**src/pkg/bdp_pkg.sv**
```systemverilog
/*
 bdp_pkg: offsets, reset values, field positions and timing counts for the
 diagnostic and power-management capability register group.
 assumes a byte-addressed configuration space, one access per cycle.
*/
`default_nettype none
package bdp_pkg;
   // configuration offsets
   localparam logic [7:0]  OFS_VENDOR_ID   = 8'h00;
   localparam logic [7:0]  OFS_DEVICE_ID   = 8'h02;
   localparam logic [7:0]  OFS_DIAG        = 8'h93;
   localparam logic [7:0]  OFS_CAP_ID      = 8'hA0;
   localparam logic [7:0]  OFS_NEXT_CAP    = 8'hA1;
   localparam logic [7:0]  OFS_PM_CAP      = 8'hA2;
   // fixed and reset values
   localparam logic [7:0]  DIAG_RESET      = 8'h60;
   localparam logic [7:0]  CAP_ID_VALUE    = 8'h01;
   localparam logic [7:0]  NEXT_CAP_VALUE  = 8'h00;
   localparam logic [15:0] PM_CAP_RESET    = 16'hFE12;
   localparam logic [7:0]  GLOBAL_MASK     = 8'h9E;
   localparam logic [7:0]  LOCAL_MASK      = 8'h21;
   // diagnostic, power capability and legacy field positions
   localparam int DIAG_ID_MASK_BIT   = 7;
   localparam int DIAG_FIXED_ONE_BIT = 6;
   localparam int DIAG_ROUTE_BIT     = 5;
   localparam int DIAG_TXN_DIS_BIT   = 4;
   localparam int DIAG_LAT_EXT_BIT   = 3;
   localparam int DIAG_CARD_TMR_BIT  = 2;
   localparam int DIAG_HOST_TMR_BIT  = 1;
   localparam int PM_WAKE_COLD_BIT   = 15;
   localparam int LEGACY_ROUTE_BIT   = 4;
   // latency limits and discard timeouts in clocks
   localparam logic [6:0]  LATENCY_SHORT   = 7'h10;
   localparam logic [6:0]  LATENCY_LONG    = 7'h40;
   localparam logic [15:0] DISCARD_SHORT   = 16'h0400;
   localparam logic [15:0] DISCARD_LONG    = 16'h8000;
   localparam int          NUM_FUNCS       = 2;
endpackage
`default_nettype wire

```
**src/hw/bdp_discard_timer.sv**
```systemverilog
/*
 bdp_discard_timer: delayed-transaction discard timer for one side.
 assumes run stays high while the transaction waits; expiry is one pulse.
*/
`default_nettype none
module bdp_discard_timer (
   // clock and reset
   input  wire logic        sys_clk,
   input  wire logic        resetn,
   // control
   input  wire logic        short_sel,
   input  wire logic        run,
   // status
   output logic             expired
);
   logic [15:0] cnt_r;
   logic [15:0] cnt_nxt;
   wire  [15:0] limit = short_sel ? bdp_pkg::DISCARD_SHORT : bdp_pkg::DISCARD_LONG;
   wire         hit   = run && (cnt_r == limit - 16'h0001);

   assign cnt_nxt = (!run || hit) ? 16'h0000 : cnt_r + 16'h0001;

   always_ff @(posedge sys_clk or negedge resetn) begin
      if (!resetn) begin
         cnt_r   <= 16'h0000;
         expired <= 1'b0;
      end else begin
         cnt_r   <= cnt_nxt;
         expired <= hit;
      end
   end
endmodule
`default_nettype wire

```
**src/hw/bdp_regs.sv**
```systemverilog
/*
 bdp_regs: diagnostic register and power-management capability header of a
 two-function bridge, with the side effects the diagnostic bits steer.
 assumes a simple config port: one read or write per cycle, byte enables,
 dword-aligned address, function number; read data is registered.
*/
// Overview of operation
// RULE1: id mask bit set makes vendor and device id reads return all ones
// RULE2: diagnostic bit 6 is read-only, always one, ignores writes
// RULE3: route bit clear: status change goes to host when legacy 803 bit 4 set
// RULE4: route bit set: status change goes when legacy 805 bits 7-4 are zero
// RULE5: delayed transaction disable bit turns off delayed-transaction handling
// RULE6: latency extend bit raises target latency limit from 16 to 64 clocks
// RULE7: card-side timer select: 2^10 clocks when set, 2^15 when clear
// RULE8: host-side timer select: 2^10 clocks when set, 2^15 when clear
// RULE9: software keeps diagnostic bit 0 unchanged when writing
// RULE10: software should write only zeros to the diagnostic register
// RULE11: diagnostic resets to 60h and sits at offset 93h in both functions
// RULE12: diagnostic bits return to defaults only on the global reset pin
// RULE13: bits 7 and 4-1 are one shared copy, written through function 0 only
// RULE14: capability_identifier at A0h always reads 01h
// RULE15: next capability link at A1h always reads 00h
// RULE16: power capability word at A2h resets to FE12h in each function
// RULE17: both functions advertise support for D0, D1, D2 and D3
// RULE18: firmware clears capability bit 15 when no auxiliary power exists
// RULE19: writes to read-only bits have no effect
`default_nettype none
module bdp_regs (
   // clock and resets
   input  wire logic        sys_clk,
   input  wire logic        resetn,
   input  wire logic        global_reset_pin_n,
   // config access
   input  wire logic        cfg_rd,
   input  wire logic        cfg_wr,
   input  wire logic        cfg_func,
   input  wire logic [7:0]  cfg_addr,
   input  wire logic [3:0]  cfg_be,
   input  wire logic [31:0] cfg_wdata,
   output logic [31:0]      cfg_rdata,
   // identity inputs
   input  wire logic [15:0] vendor_id,
   input  wire logic [15:0] device_id,
   // legacy socket status per function
   input  wire logic [1:0]  legacy_803_bit4,
   input  wire logic [7:0]  legacy_805_hi0,
   input  wire logic [7:0]  legacy_805_hi1,
   input  wire logic [1:0]  status_change,
   output logic [1:0]       status_change_irq,
   // bridge control
   input  wire logic        host_txn_wait,
   input  wire logic        card_txn_wait,
   output logic             delayed_txn_enable,
   output logic [6:0]       target_latency_limit,
   output logic             host_discard,
   output logic             card_discard
);
   // shared global bits, per-function local bits
   logic [7:0]  glob_r;
   logic [7:0]  loc_r [bdp_pkg::NUM_FUNCS];
   logic [bdp_pkg::NUM_FUNCS-1:0] pm_wake_r;
   logic [31:0] rdata_nxt;

   // storage passed in as arguments so the assign below follows every register change
   function automatic logic [7:0] diag_view(input logic [7:0] glob, input logic [7:0] loc);
      diag_view = (glob & bdp_pkg::GLOBAL_MASK) | (loc & bdp_pkg::LOCAL_MASK)
                  | (8'h01 << bdp_pkg::DIAG_FIXED_ONE_BIT); // RULE2
   endfunction

   function automatic logic route_ok(input logic sel, input logic b803, input logic [3:0] hi805);
      route_ok = sel ? (hi805 == 4'h0) : b803;
   endfunction

   wire [7:0] dword_base = {cfg_addr[7:2], 2'b00};
   wire       hit_id     = (dword_base == bdp_pkg::OFS_VENDOR_ID);
   wire       hit_diag   = (dword_base == {bdp_pkg::OFS_DIAG[7:2], 2'b00});
   wire       hit_cap    = (dword_base == bdp_pkg::OFS_CAP_ID);
   wire       id_masked  = glob_r[bdp_pkg::DIAG_ID_MASK_BIT];
   wire [7:0] diag_cur   = diag_view(glob_r, loc_r[cfg_func]);
   wire       wr_diag    = cfg_wr && hit_diag && cfg_be[3];
   wire [7:0] wbyte      = cfg_wdata[31:24];
   wire       wr_pm      = cfg_wr && hit_cap && cfg_be[3];

   assign rdata_nxt = !cfg_rd ? 32'h0000_0000 :
                      hit_id  ? (id_masked ? 32'hFFFF_FFFF : {device_id, vendor_id}) : // RULE1
                      hit_diag ? {diag_cur, 24'h00_0000} : // RULE11
                      hit_cap ? {pm_wake_r[cfg_func] ? bdp_pkg::PM_CAP_RESET
                                   : (bdp_pkg::PM_CAP_RESET & 16'h7FFF), // RULE16 RULE17
                                 bdp_pkg::NEXT_CAP_VALUE, bdp_pkg::CAP_ID_VALUE} : // RULE14 RULE15
                      32'h0000_0000;

   // diagnostic bits only see the global reset pin, not function resets
   always_ff @(posedge sys_clk or negedge global_reset_pin_n) begin
      if (!global_reset_pin_n) begin
         glob_r   <= bdp_pkg::DIAG_RESET; // RULE12
         loc_r[0] <= bdp_pkg::DIAG_RESET; // RULE11
         loc_r[1] <= bdp_pkg::DIAG_RESET;
      end else if (wr_diag) begin
         if (!cfg_func)
            glob_r <= wbyte & bdp_pkg::GLOBAL_MASK; // RULE13
         loc_r[cfg_func] <= wbyte & bdp_pkg::LOCAL_MASK; // RULE19
      end
   end

   // only bit 15 of the capability word is writable, everything else fixed
   always_ff @(posedge sys_clk or negedge resetn) begin
      if (!resetn) begin
         pm_wake_r <= {bdp_pkg::NUM_FUNCS{bdp_pkg::PM_CAP_RESET[bdp_pkg::PM_WAKE_COLD_BIT]}};
         cfg_rdata <= 32'h0000_0000;
      end else begin
         if (wr_pm)
            pm_wake_r[cfg_func] <= cfg_wdata[16 + bdp_pkg::PM_WAKE_COLD_BIT]; // RULE18 RULE19
         cfg_rdata <= rdata_nxt;
      end
   end

   // status change routing per function
   assign status_change_irq[0] = status_change[0] && route_ok(loc_r[0][bdp_pkg::DIAG_ROUTE_BIT],
                                 legacy_803_bit4[0], legacy_805_hi0[7:4]); // RULE3 RULE4
   assign status_change_irq[1] = status_change[1] && route_ok(loc_r[1][bdp_pkg::DIAG_ROUTE_BIT],
                                 legacy_803_bit4[1], legacy_805_hi1[7:4]); // RULE3 RULE4

   assign delayed_txn_enable   = !glob_r[bdp_pkg::DIAG_TXN_DIS_BIT]; // RULE5
   assign target_latency_limit = glob_r[bdp_pkg::DIAG_LAT_EXT_BIT] ?
                                 bdp_pkg::LATENCY_LONG : bdp_pkg::LATENCY_SHORT; // RULE6

   // timers idle whenever delayed transactions are disabled
   bdp_discard_timer u_host_tmr (
      .sys_clk   (sys_clk),
      .resetn    (resetn),
      .short_sel (glob_r[bdp_pkg::DIAG_HOST_TMR_BIT]), // RULE8
      .run       (host_txn_wait && delayed_txn_enable),
      .expired   (host_discard)
   );

   bdp_discard_timer u_card_tmr (
      .sys_clk   (sys_clk),
      .resetn    (resetn),
      .short_sel (glob_r[bdp_pkg::DIAG_CARD_TMR_BIT]), // RULE7
      .run       (card_txn_wait && delayed_txn_enable),
      .expired   (card_discard)
   );
endmodule
`default_nettype wire

```
**config.mk**
```make
export PLATFORM = sky130hd
export DESIGN_NAME = bdp_regs
export DESIGN_NICKNAME = d
export VERILOG_FILES = /design/src/pkg/bdp_pkg.sv /design/src/hw/bdp_discard_timer.sv /design/src/hw/bdp_regs.sv
export SDC_FILE = /design/constraint.sdc
export NUM_CORES = 1
export LEC_CHECK = 0
export BUFFER_PORTS_ARGS = -buffer_cell sky130_fd_sc_hd__buf_2
export CAP_MARGIN = 40
export CORE_ASPECT_RATIO = 1.1
export CORE_MARGIN = 2
export CORE_UTILIZATION = 51
export DETAILED_ROUTE_END_ITERATION = 10
export PLACE_DENSITY = 0.85
export SLEW_MARGIN = 20
export SYNTH_ARGS = -nofsm -noshare
export SYNTH_HDL_FRONTEND = slang
export SYNTH_SLANG_ARGS = --single-unit
```
**constraint.sdc**
```tcl
create_clock -name sys_clk -period 3.3 [get_ports sys_clk]
set_input_delay 0.165 -clock sys_clk [delete_from_list [all_inputs] [get_ports sys_clk]]
set_output_delay 0.165 -clock sys_clk [all_outputs]
set_load 0.1 [all_outputs]
```
==> summary by stage, run 1 <==
Drt
The total wire length after detailed routing is slightly below 8 mm. The number of vias per cell after detailed routing is 5.35. In the routed design, unresolved DRC markers number 0.

The count of routing violations after the opening detailed-route iteration is 187. In this run the remaining antenna-violating nets after routing total 0. Before antenna repair, the detailed router went through 4 iterations. The detailed router placed about 2800 vias in this run. In the final routed layout, each cell accounts on average for approximately 15 um.

Clocking
Clock-pin slew was measured on the worst setup and hold paths at 0.08 ns. The total CTS buffers is 9. Gates resized during post-CTS repair numbered 0. The root buffer cell chosen for the clock tree is clkbuf_8. The clock tree from TritonCTS is done.

In this run the number of H-tree levels came out at 3. In this run the deepest clock path goes through 2 buffers. The CTS sink count is 77. The clock latency reported for the late side of the worst-skew pair is around 0.35 ns.

Logic synthesis
The commonest cells after synthesis are dfrtp_1, nor2_1, nor3_1. The main flop type after synthesis is dfrtp_1. Of the synthesized area, sequential elements account for 55.6%. After synthesis, the mean cell area works out to roughly 11 sq um. In this run, distinct cell masters in the synthesized netlist total 43. Of all cell types, the one taking the most synthesized area is dfrtp_1.

The synthesized netlist occupies a cell area of 3470 sq um. The async set-or-reset flop fraction in the synthesized netlist is 100%. The area share of the largest cell type after synthesis is a little over half. Synthesis produced about 330 cells. In the post-synthesis netlist, the biggest area contributors are dfrtp_1, nor2_1, xnor2_1. Synthesis inferred 77 register bits.

The number of enable flip-flop cells after synthesis is 0. Yosys instantiated no cell more often than dfrtp_1. During synthesis, Yosys emitted a total of 0 warnings.

GRT
For met2 alone, demand over resource in global routing was between 30 and 40%. The via count of the first global-routing pass came to roughly 2700. In this run the most used layer during global routing was met2. Entering global routing, the biggest net connects 29 pins. The initial antenna violation count came to 0. The aggregate global routing overflow is 0. The first global-routing pass estimated about 13 mm of wire. In the global route stage, met3 resource usage came out at 6.20%. Global routing used a little under 30% of the available met1 tracks. The all-layer global routing usage is approximately 22%.

Floorplan
The total die area is ~7500 sq um. The core area is 6590 sq um. The height of the die is roughly 90 um. For this configuration, the core starts out at a cell density of around 53%. The floorplan has 31 rows.

The number of top-level pins is about 150. The horizontal die dimension is around 83 um.

Placement
Once detailed placement completed, the half-perimeter wirelength came to 5.50 mm. During placement, the flow inserted port buffers numbering 104. The final estimated routing congestion in global placement is between 0.8 and 0.9.

Setup path
The kind of launch point of the worst setup path is a register. For the worst setup path, the data arrival time is between 2 and 3 ns. The worst setup path is of the reg -> reg kind. The worst register-to-register path begins at u_host_tmr.cnt_r[0]. Of all nets on the critical path, the largest fanout is 7. For the worst setup path, the data required time is around 3.6 ns. The startpoint of the most critical setup path is u_host_tmr.cnt_r[0]. The category of the worst setup path capture point is a register.

Timing
The total negative setup slack is 0 ns. Setup violations remaining at the end of the flow were counted as 0. Hold timing on the final database bottoms out at a slack of ~0.016 ns. The worst-case clock skew is between 0.01 and 0.015 ns. Counting I/O delays and the setup requirement, the final critical path takes ~2.3 ns. The final critical-path share of the clock period is around two thirds. The upper clock frequency limit is roughly 0.44 GHz. Measured against its own limit, the worst slew margin works out to around 50%. The final-report max-slew violation count is 0.

Setup repair after global routing left no endpoint under its margin. The pin slew with the least headroom to its limit is roughly 0.74 ns. The number of hold-slack violations in the final timing report came to 0.

Power
The power density over cell area is ~420 nW/um^2. In this run the static leakage power is approximately 2.1 nW. Across the VDD grid, the largest voltage drop is 0.000311 V.

Outcome
The flow ran to the end, and the final reports show no timing, DRC or antenna violations.

Layout
The post-layout net count is around 540. From synthesis to final layout, the design area changed by 22.5%. The number of diodes is 0.

The post-route netlist has 33.3% of its cells at a drive strength greater than 1. The final-layout fill cell count is around 530.

Run
The number of max-cap violations is 0.

Hold path
The hold path startpoint is vendor_id[9]. The class of the tightest hold or removal check is in -> reg.
## cell families (layout without fill, tap and decap cells)
kind of cell / count (synthesis) / count (layout) / share of synthesized area, %
other: 1 / 5 / 0.108
AND/OR/NAND/NOR: 160 / 160 / 23.6
multiplexers: 17 / 17 / 5.37
AO/OA/AOI/OAI: 21 / 21 / 4.90
adder cells (fa/ha/maj): 2 / 2 / 0.720
XOR/XNOR: 25 / 25 / 6.30
buffers and inverters: 24 / 134 / 3.38
flip-flops: 77 / 77 / 55.6
## what timing repair did
| action | CTS | global route |
|---|---|---|
| setup buffers | 0 | 0 |
| hold endpoints to repair | 22 | 0 |
| hold buffers | 2 | 0 |
## per-layer routing
metal | up-vias | share of wire [%]
met5 | - | 0
met4 | 0 | 2.1
met3 | 15 | 7.2
met2 | 100 | 49
met1 | 1339 | 42
li1 | 1345 | -
## worst max-delay path: stages (launching register included)
cell     delay, ns
dfrtp_1       0.39
ha_1          0.22
nand4_1       0.23
or3_1         0.47
a21oi_1       0.48
buf_4         0.25
nor2b_1       0.13
## cell type report
class / count / area (sq um) / share of cell area, %
inverters: 8 / 30.0 / 0.705
well taps: 82 / 103 / 2.41
clock buffers: 11 / 141 / 3.32
clock inverters: 5 / 27.5 / 0.647
repair buffers: 110 / 583 / 13.7
multi-input cells: 230 / 1440 / 33.8
flip-flops and latches: 77 / 1930 / 45.4
## path summary, 6_finish.rpt
kind | depth (start not counted) | slack [ns] | end
setup / recovery | 6 | 1.04 | u_host_tmr.expired
setup reg to reg | 6 | 1.04 | u_host_tmr.expired
min in group asynchronous | 2 | 0.20 | glob_r[2]
hold reg to reg | 1 | 0.50 | u_host_tmr.cnt_r[0]
hold / removal | 3 | 0.02 | cfg_rdata[9]
max in group asynchronous | 4 | 2.33 | cfg_rdata[11]
## sequential cells by signal, indices dropped and copies added, names as in the netlist
name,flops
cfg_rdata,32
u_card_tmr.cnt_r,16
u_host_tmr.cnt_r,16
glob_r,5
loc_r,4
pm_wake_r,2
u_card_tmr.expired,1
u_host_tmr.expired,1
## power by group
group	switching, mW	total, mW	internal [mW]
clock network	0.340	0.628	0.289
logic	0.127	0.186	0.0589
registers	0.0155	0.974	0.959
total	0.483	1.79	1.31
## layout by cell type, fill, tap and decap left out, types with 5 or more instances in the layout
master,instances
buf_2,104
dfrtp_1,73
nor2_1,61
nor3_1,28
xnor2_1,21
nand2_1,15
nor4_1,11
nand3_1,10
clkbuf_8,10
mux2_1,9
inv_1,8
nand4_1,7
o221a_2,5
conb_1,5
## metrics by stage
stage | setup WS, ns | utilization, % | cells | cell area [sq um] | power [mW]
floorplan | 1.19 | - | 331 | 3490 | 1.10
global placement | 1.15 | 61.4 | 504 | 4050 | 1.17
detailed placement | 1.06 | 61.7 | 505 | 4070 | 1.18
CTS | 1.04 | 64.6 | 523 | 4260 | 1.80
global route | 0.827 | 64.6 | 523 | 4260 | 1.86
finish | 1.04 | 64.6 | 523 | 4260 | 1.79
(Power assumes the default switching activity.)
==> run 2, diff against run 1 <==
Settings changed: ABC_AREA set to 1, CORE_UTILIZATION 51 to 44, PLACE_DENSITY 0.85 to 0.77.
Clock period 3.3 ns to 2 ns, I/O delays scaled along.
==> summary by stage, run 2 <==
Power
The proportion of total power due to net switching is 26.4% (-0.55 points). The leakage power of the design is 2.38 nW (+15%). The highest ir drop seen on vdd was 0.000441 V (+42%). The cell-internal power is 2.42 mW (+85%). The part of the power in combinational logic came to 10.8% (+0.4 points). The power density over cell area is 679 nW/um^2 (+62%). The relative contribution of the clock network to total power was 40.9% (+5.8 points). The register share of total power came to 48.3% (-6.2 points). The net load switching power is 0.869 mW (+80%).

GRT
The all-layer global routing usage is 20.0% (-2.1 points). The first-pass GRT wire length is 14.5 mm (+15%). The via count of the first global-routing pass is 3342 (+23%).

The aggregate global routing overflow is 0 (unchanged). The largest net degree at the start of global routing is 27 (-6.9%). The initial antenna violation count is 0 (unchanged).

Logic synthesis
The async set-or-reset flop fraction in the synthesized netlist is 100% (unchanged). The post-synthesis instance total was 455 (+39%). The synthesized area per cell is 8.11 sq um (-24%). The unique cell type count in the Yosys netlist is 29 (-33%).

The area share of the largest cell type after synthesis is 49.5% (-3.0 points). The cell type with the highest aggregate area in the netlist is dfrtp_1. The total of flip-flops plus latches after synthesis is 77 (unchanged). The sequential share of the synthesized area came to 52.4% (-3.2 points). The main flop type after synthesis is dfrtp_1. The library cell with the highest instance count after synthesis is nor2_1. After synthesis, the cell types taking the most area are dfrtp_1, nor2_1, nand2_1. The number of warnings printed during yosys synthesis came to 0 (unchanged). Counting instances in the post-synthesis netlist gives the leading cell types as nor2_1, nand2_1, dfrtp_1.

The combined area of all synthesized cells came to 3690 sq um (+6.2%). The number of enable flip-flop cells after synthesis is 0 (unchanged).

Setup path
The worst setup path is launched from a register. The destination of the worst register-to-register timing path is cfg_rdata[24]. In this run the critical register-to-register path is launched from glob_r[7]. The startpoint of the most critical setup path is loc_r[5]. The category of the worst setup path capture point is a primary output. The worst-case reg-to-reg path depth is 4 (-2). By startpoint and endpoint, the worst setup path is classified as reg -> out.

The highest fanout seen on the critical path is 4 (-3). The arrival time at the worst endpoint is 1.60 ns (-0.92 ns). The register-to-register path setup slack is 0.31 ns (-0.73 ns). The data required time at the worst endpoint is 1.90 ns (-1.67 ns).

Clocking
The clock latency reported for the late side of the worst-skew pair is 0.36 ns (about the same). The total of cells resized after clock tree synthesis came to 0 (unchanged). The hold-fix buffer count after cts is 32 (+30). The root buffer selected by CTS is clkbuf_8. The CTS sink count came to 77 (unchanged). The total CTS buffers is 9 (unchanged). The maximum buffer depth of the clock tree is 2 (unchanged). The number of post-CTS setup repair buffers is 0 (unchanged). TritonCTS built the clock tree. The maximum level of the CTS H-tree is 3 (unchanged). The CTS clock-pin slew for the worst setup and hold paths is 0.08 ns (about the same).

Layout
The share of post-route cells with drive strength above 1 came to 25.5% (-7.8 points). The number of flip-flops under the largest register name is 32 (unchanged). The most frequent standard cell in the layout excluding fill and tap cells is nor2_1.

In the final layout, the registers with the most flip-flops are cfg_rdata: 32 flops, u_card_tmr.cnt_r: 16 flops, u_host_tmr.cnt_r: 16 flops. cfg_rdata holds more flip-flops than any other register. The post-layout net count is 700 (+29%). The number of diodes came to 0 (unchanged). The area growth from synthesis to final layout is 31.3%.

The utilization after layout is 58.5% (-6.1 points). The library cells used most frequently in the layout, excluding fill and tap cells, are nor2_1, buf_2, nand2_1.

Drt
The number of vias per cell after detailed routing came to 4.75 (-11%). The antenna violation net count after detailed routing is 0 (unchanged). The length of the first detailed-routing pass in iterations came to 4 (unchanged). The vias after detailed routing is 3372 (+20%). The total wire length after detailed routing came to 8.69 mm (+13%). The post-detailed-route DRC marker count is 0 (unchanged). The count of routing violations after the opening detailed-route iteration was 197 (+5.3%).

The wire length per cell is 12.2 um (-17%).

Timing
The clock period minus final worst setup slack is roughly 1.7 ns. The total negative setup slack is 0 ns (unchanged). The minimum setup slack in the final design is 0.302 ns (-0.741 ns). The worst-case clock skew is 0.00915 ns (-0.000927 ns). The final-report setup violation count is 0 (unchanged). The final critical-path share of the clock period is a little over four fifths.

The relative max-transition margin is 52.8% (+2.4 points). The number of hold-slack violations in the final timing report is 0 (unchanged). The upper clock frequency limit is about 0.6 GHz. Setup repair after global routing left no endpoint under its margin. The pin slew with the least headroom to its limit is 0.706 ns (-0.0363 ns).

The final-report max-slew violation count is 0 (unchanged).

Run
The number of max-cap violations is 0 (unchanged).

Floorplan
The standard-cell row count was 35 (+13%). The height of the die is 100 um (+10%). The total die area was 9130 sq um (+22%). The initial cell density of the core is 44.6% (-8.1 points). The horizontal die dimension is 91.3 um (+10%). The core area is 8280 sq um (+26%). The number of top-level pins is 148 (unchanged).

Placement
The sum of net half-perimeters after detailed placement came to 6.04 mm (+9.8%). The final estimated routing congestion in global placement is 0.904 (+4.0%). The post-placement setup slack is 0.373 ns (-0.686 ns). The number of port buffers is 104 (unchanged).

Hold path
The end point of the worst hold path is u_card_tmr.expired. The cell depth of the worst min-delay path is 3 (unchanged). The class of the tightest hold or removal check is in -> reg. The worst hold path begins at card_txn_wait.

Outcome
The run finished with clean final reports.
[run 2: stage by stage]
step	power, mW	std cells	hold slack [ns]	cell area [sq um]
finish	3.29	710	0.0151	4840
global route	3.41	710	0.00724	4840
CTS	3.30	710	0.00761	4840
detailed placement	1.92	662	-0.0393	4290
global placement	1.91	661	-0.0447	4280
floorplan	1.81	459	-0.196	3710
[run 2: final cells by class]
type                    instances  area [sq um]
inverters                      31           116
flip-flops and latches         77          1930
clock inverters                 7           105
clock buffers                   9           124
well taps                     111           139
fillers                       699          3430
repair buffers                139           871
multi-input cells             336          1560
[run 2: cell families after synthesis]
group | Yosys count | synth area share, %
flops | 77 | 52.4
xor+xnor | 16 | 3.80
fa+ha+maj | 2 | 0.678
other cells | 1 | 0.102
buf+inv | 46 | 6.07
compound gates | 31 | 4.72
simple gates | 282 | 32.3
[run 2: power by group through the flow]
stage / Combinational [mW] / Clock (mW) / Sequential, mW
after floorplan: 0.167 / 0 / 1.64
after global placement: 0.291 / 0 / 1.62
after detailed placement: 0.306 / 0 / 1.62
after CTS: 0.353 / 1.36 / 1.59
after global routing: 0.387 / 1.43 / 1.59
final: 0.356 / 1.34 / 1.59
[run 2: per-layer routing]
| layer | global-route usage (%) | part of all wire (%) | wire (um) | up-vias |
|---|---|---|---|---|
| li1 | - | - | - | 1683 |
| met1 | 23.3 | 42 | 3620 | 1586 |
| met2 | 35.2 | 51 | 4390 | 87 |
| met3 | 6.08 | 6.2 | 538 | 16 |
| met4 | 6.88 | 1.7 | 146 | 0 |
| met5 | 0 | 0 | 0 | - |
[run 2: worst max-delay path by stage]
stage | end | slack, ns | cells past startpoint
3_3_place_gp | u_card_tmr.cnt_r[2] | 0.43 | 8
4_1_cts | status_change_irq[0] | 0.29 | 3
3_5_place_dp | u_host_tmr.cnt_r[1] | 0.37 | 8
6_report | status_change_irq[1] | 0.30 | 3
2_1_floorplan | u_card_tmr.cnt_r[7] | 0.39 | 6
5_1_grt | u_host_tmr.cnt_r[1] | 0.20 | 8
[run 2: worst max-delay path, stage by stage (launching register included)]
cell and delay, ns:
dfstp_2 0.58, o21ai_0 0.12, a21oi_2 0.11, buf_2 0.43
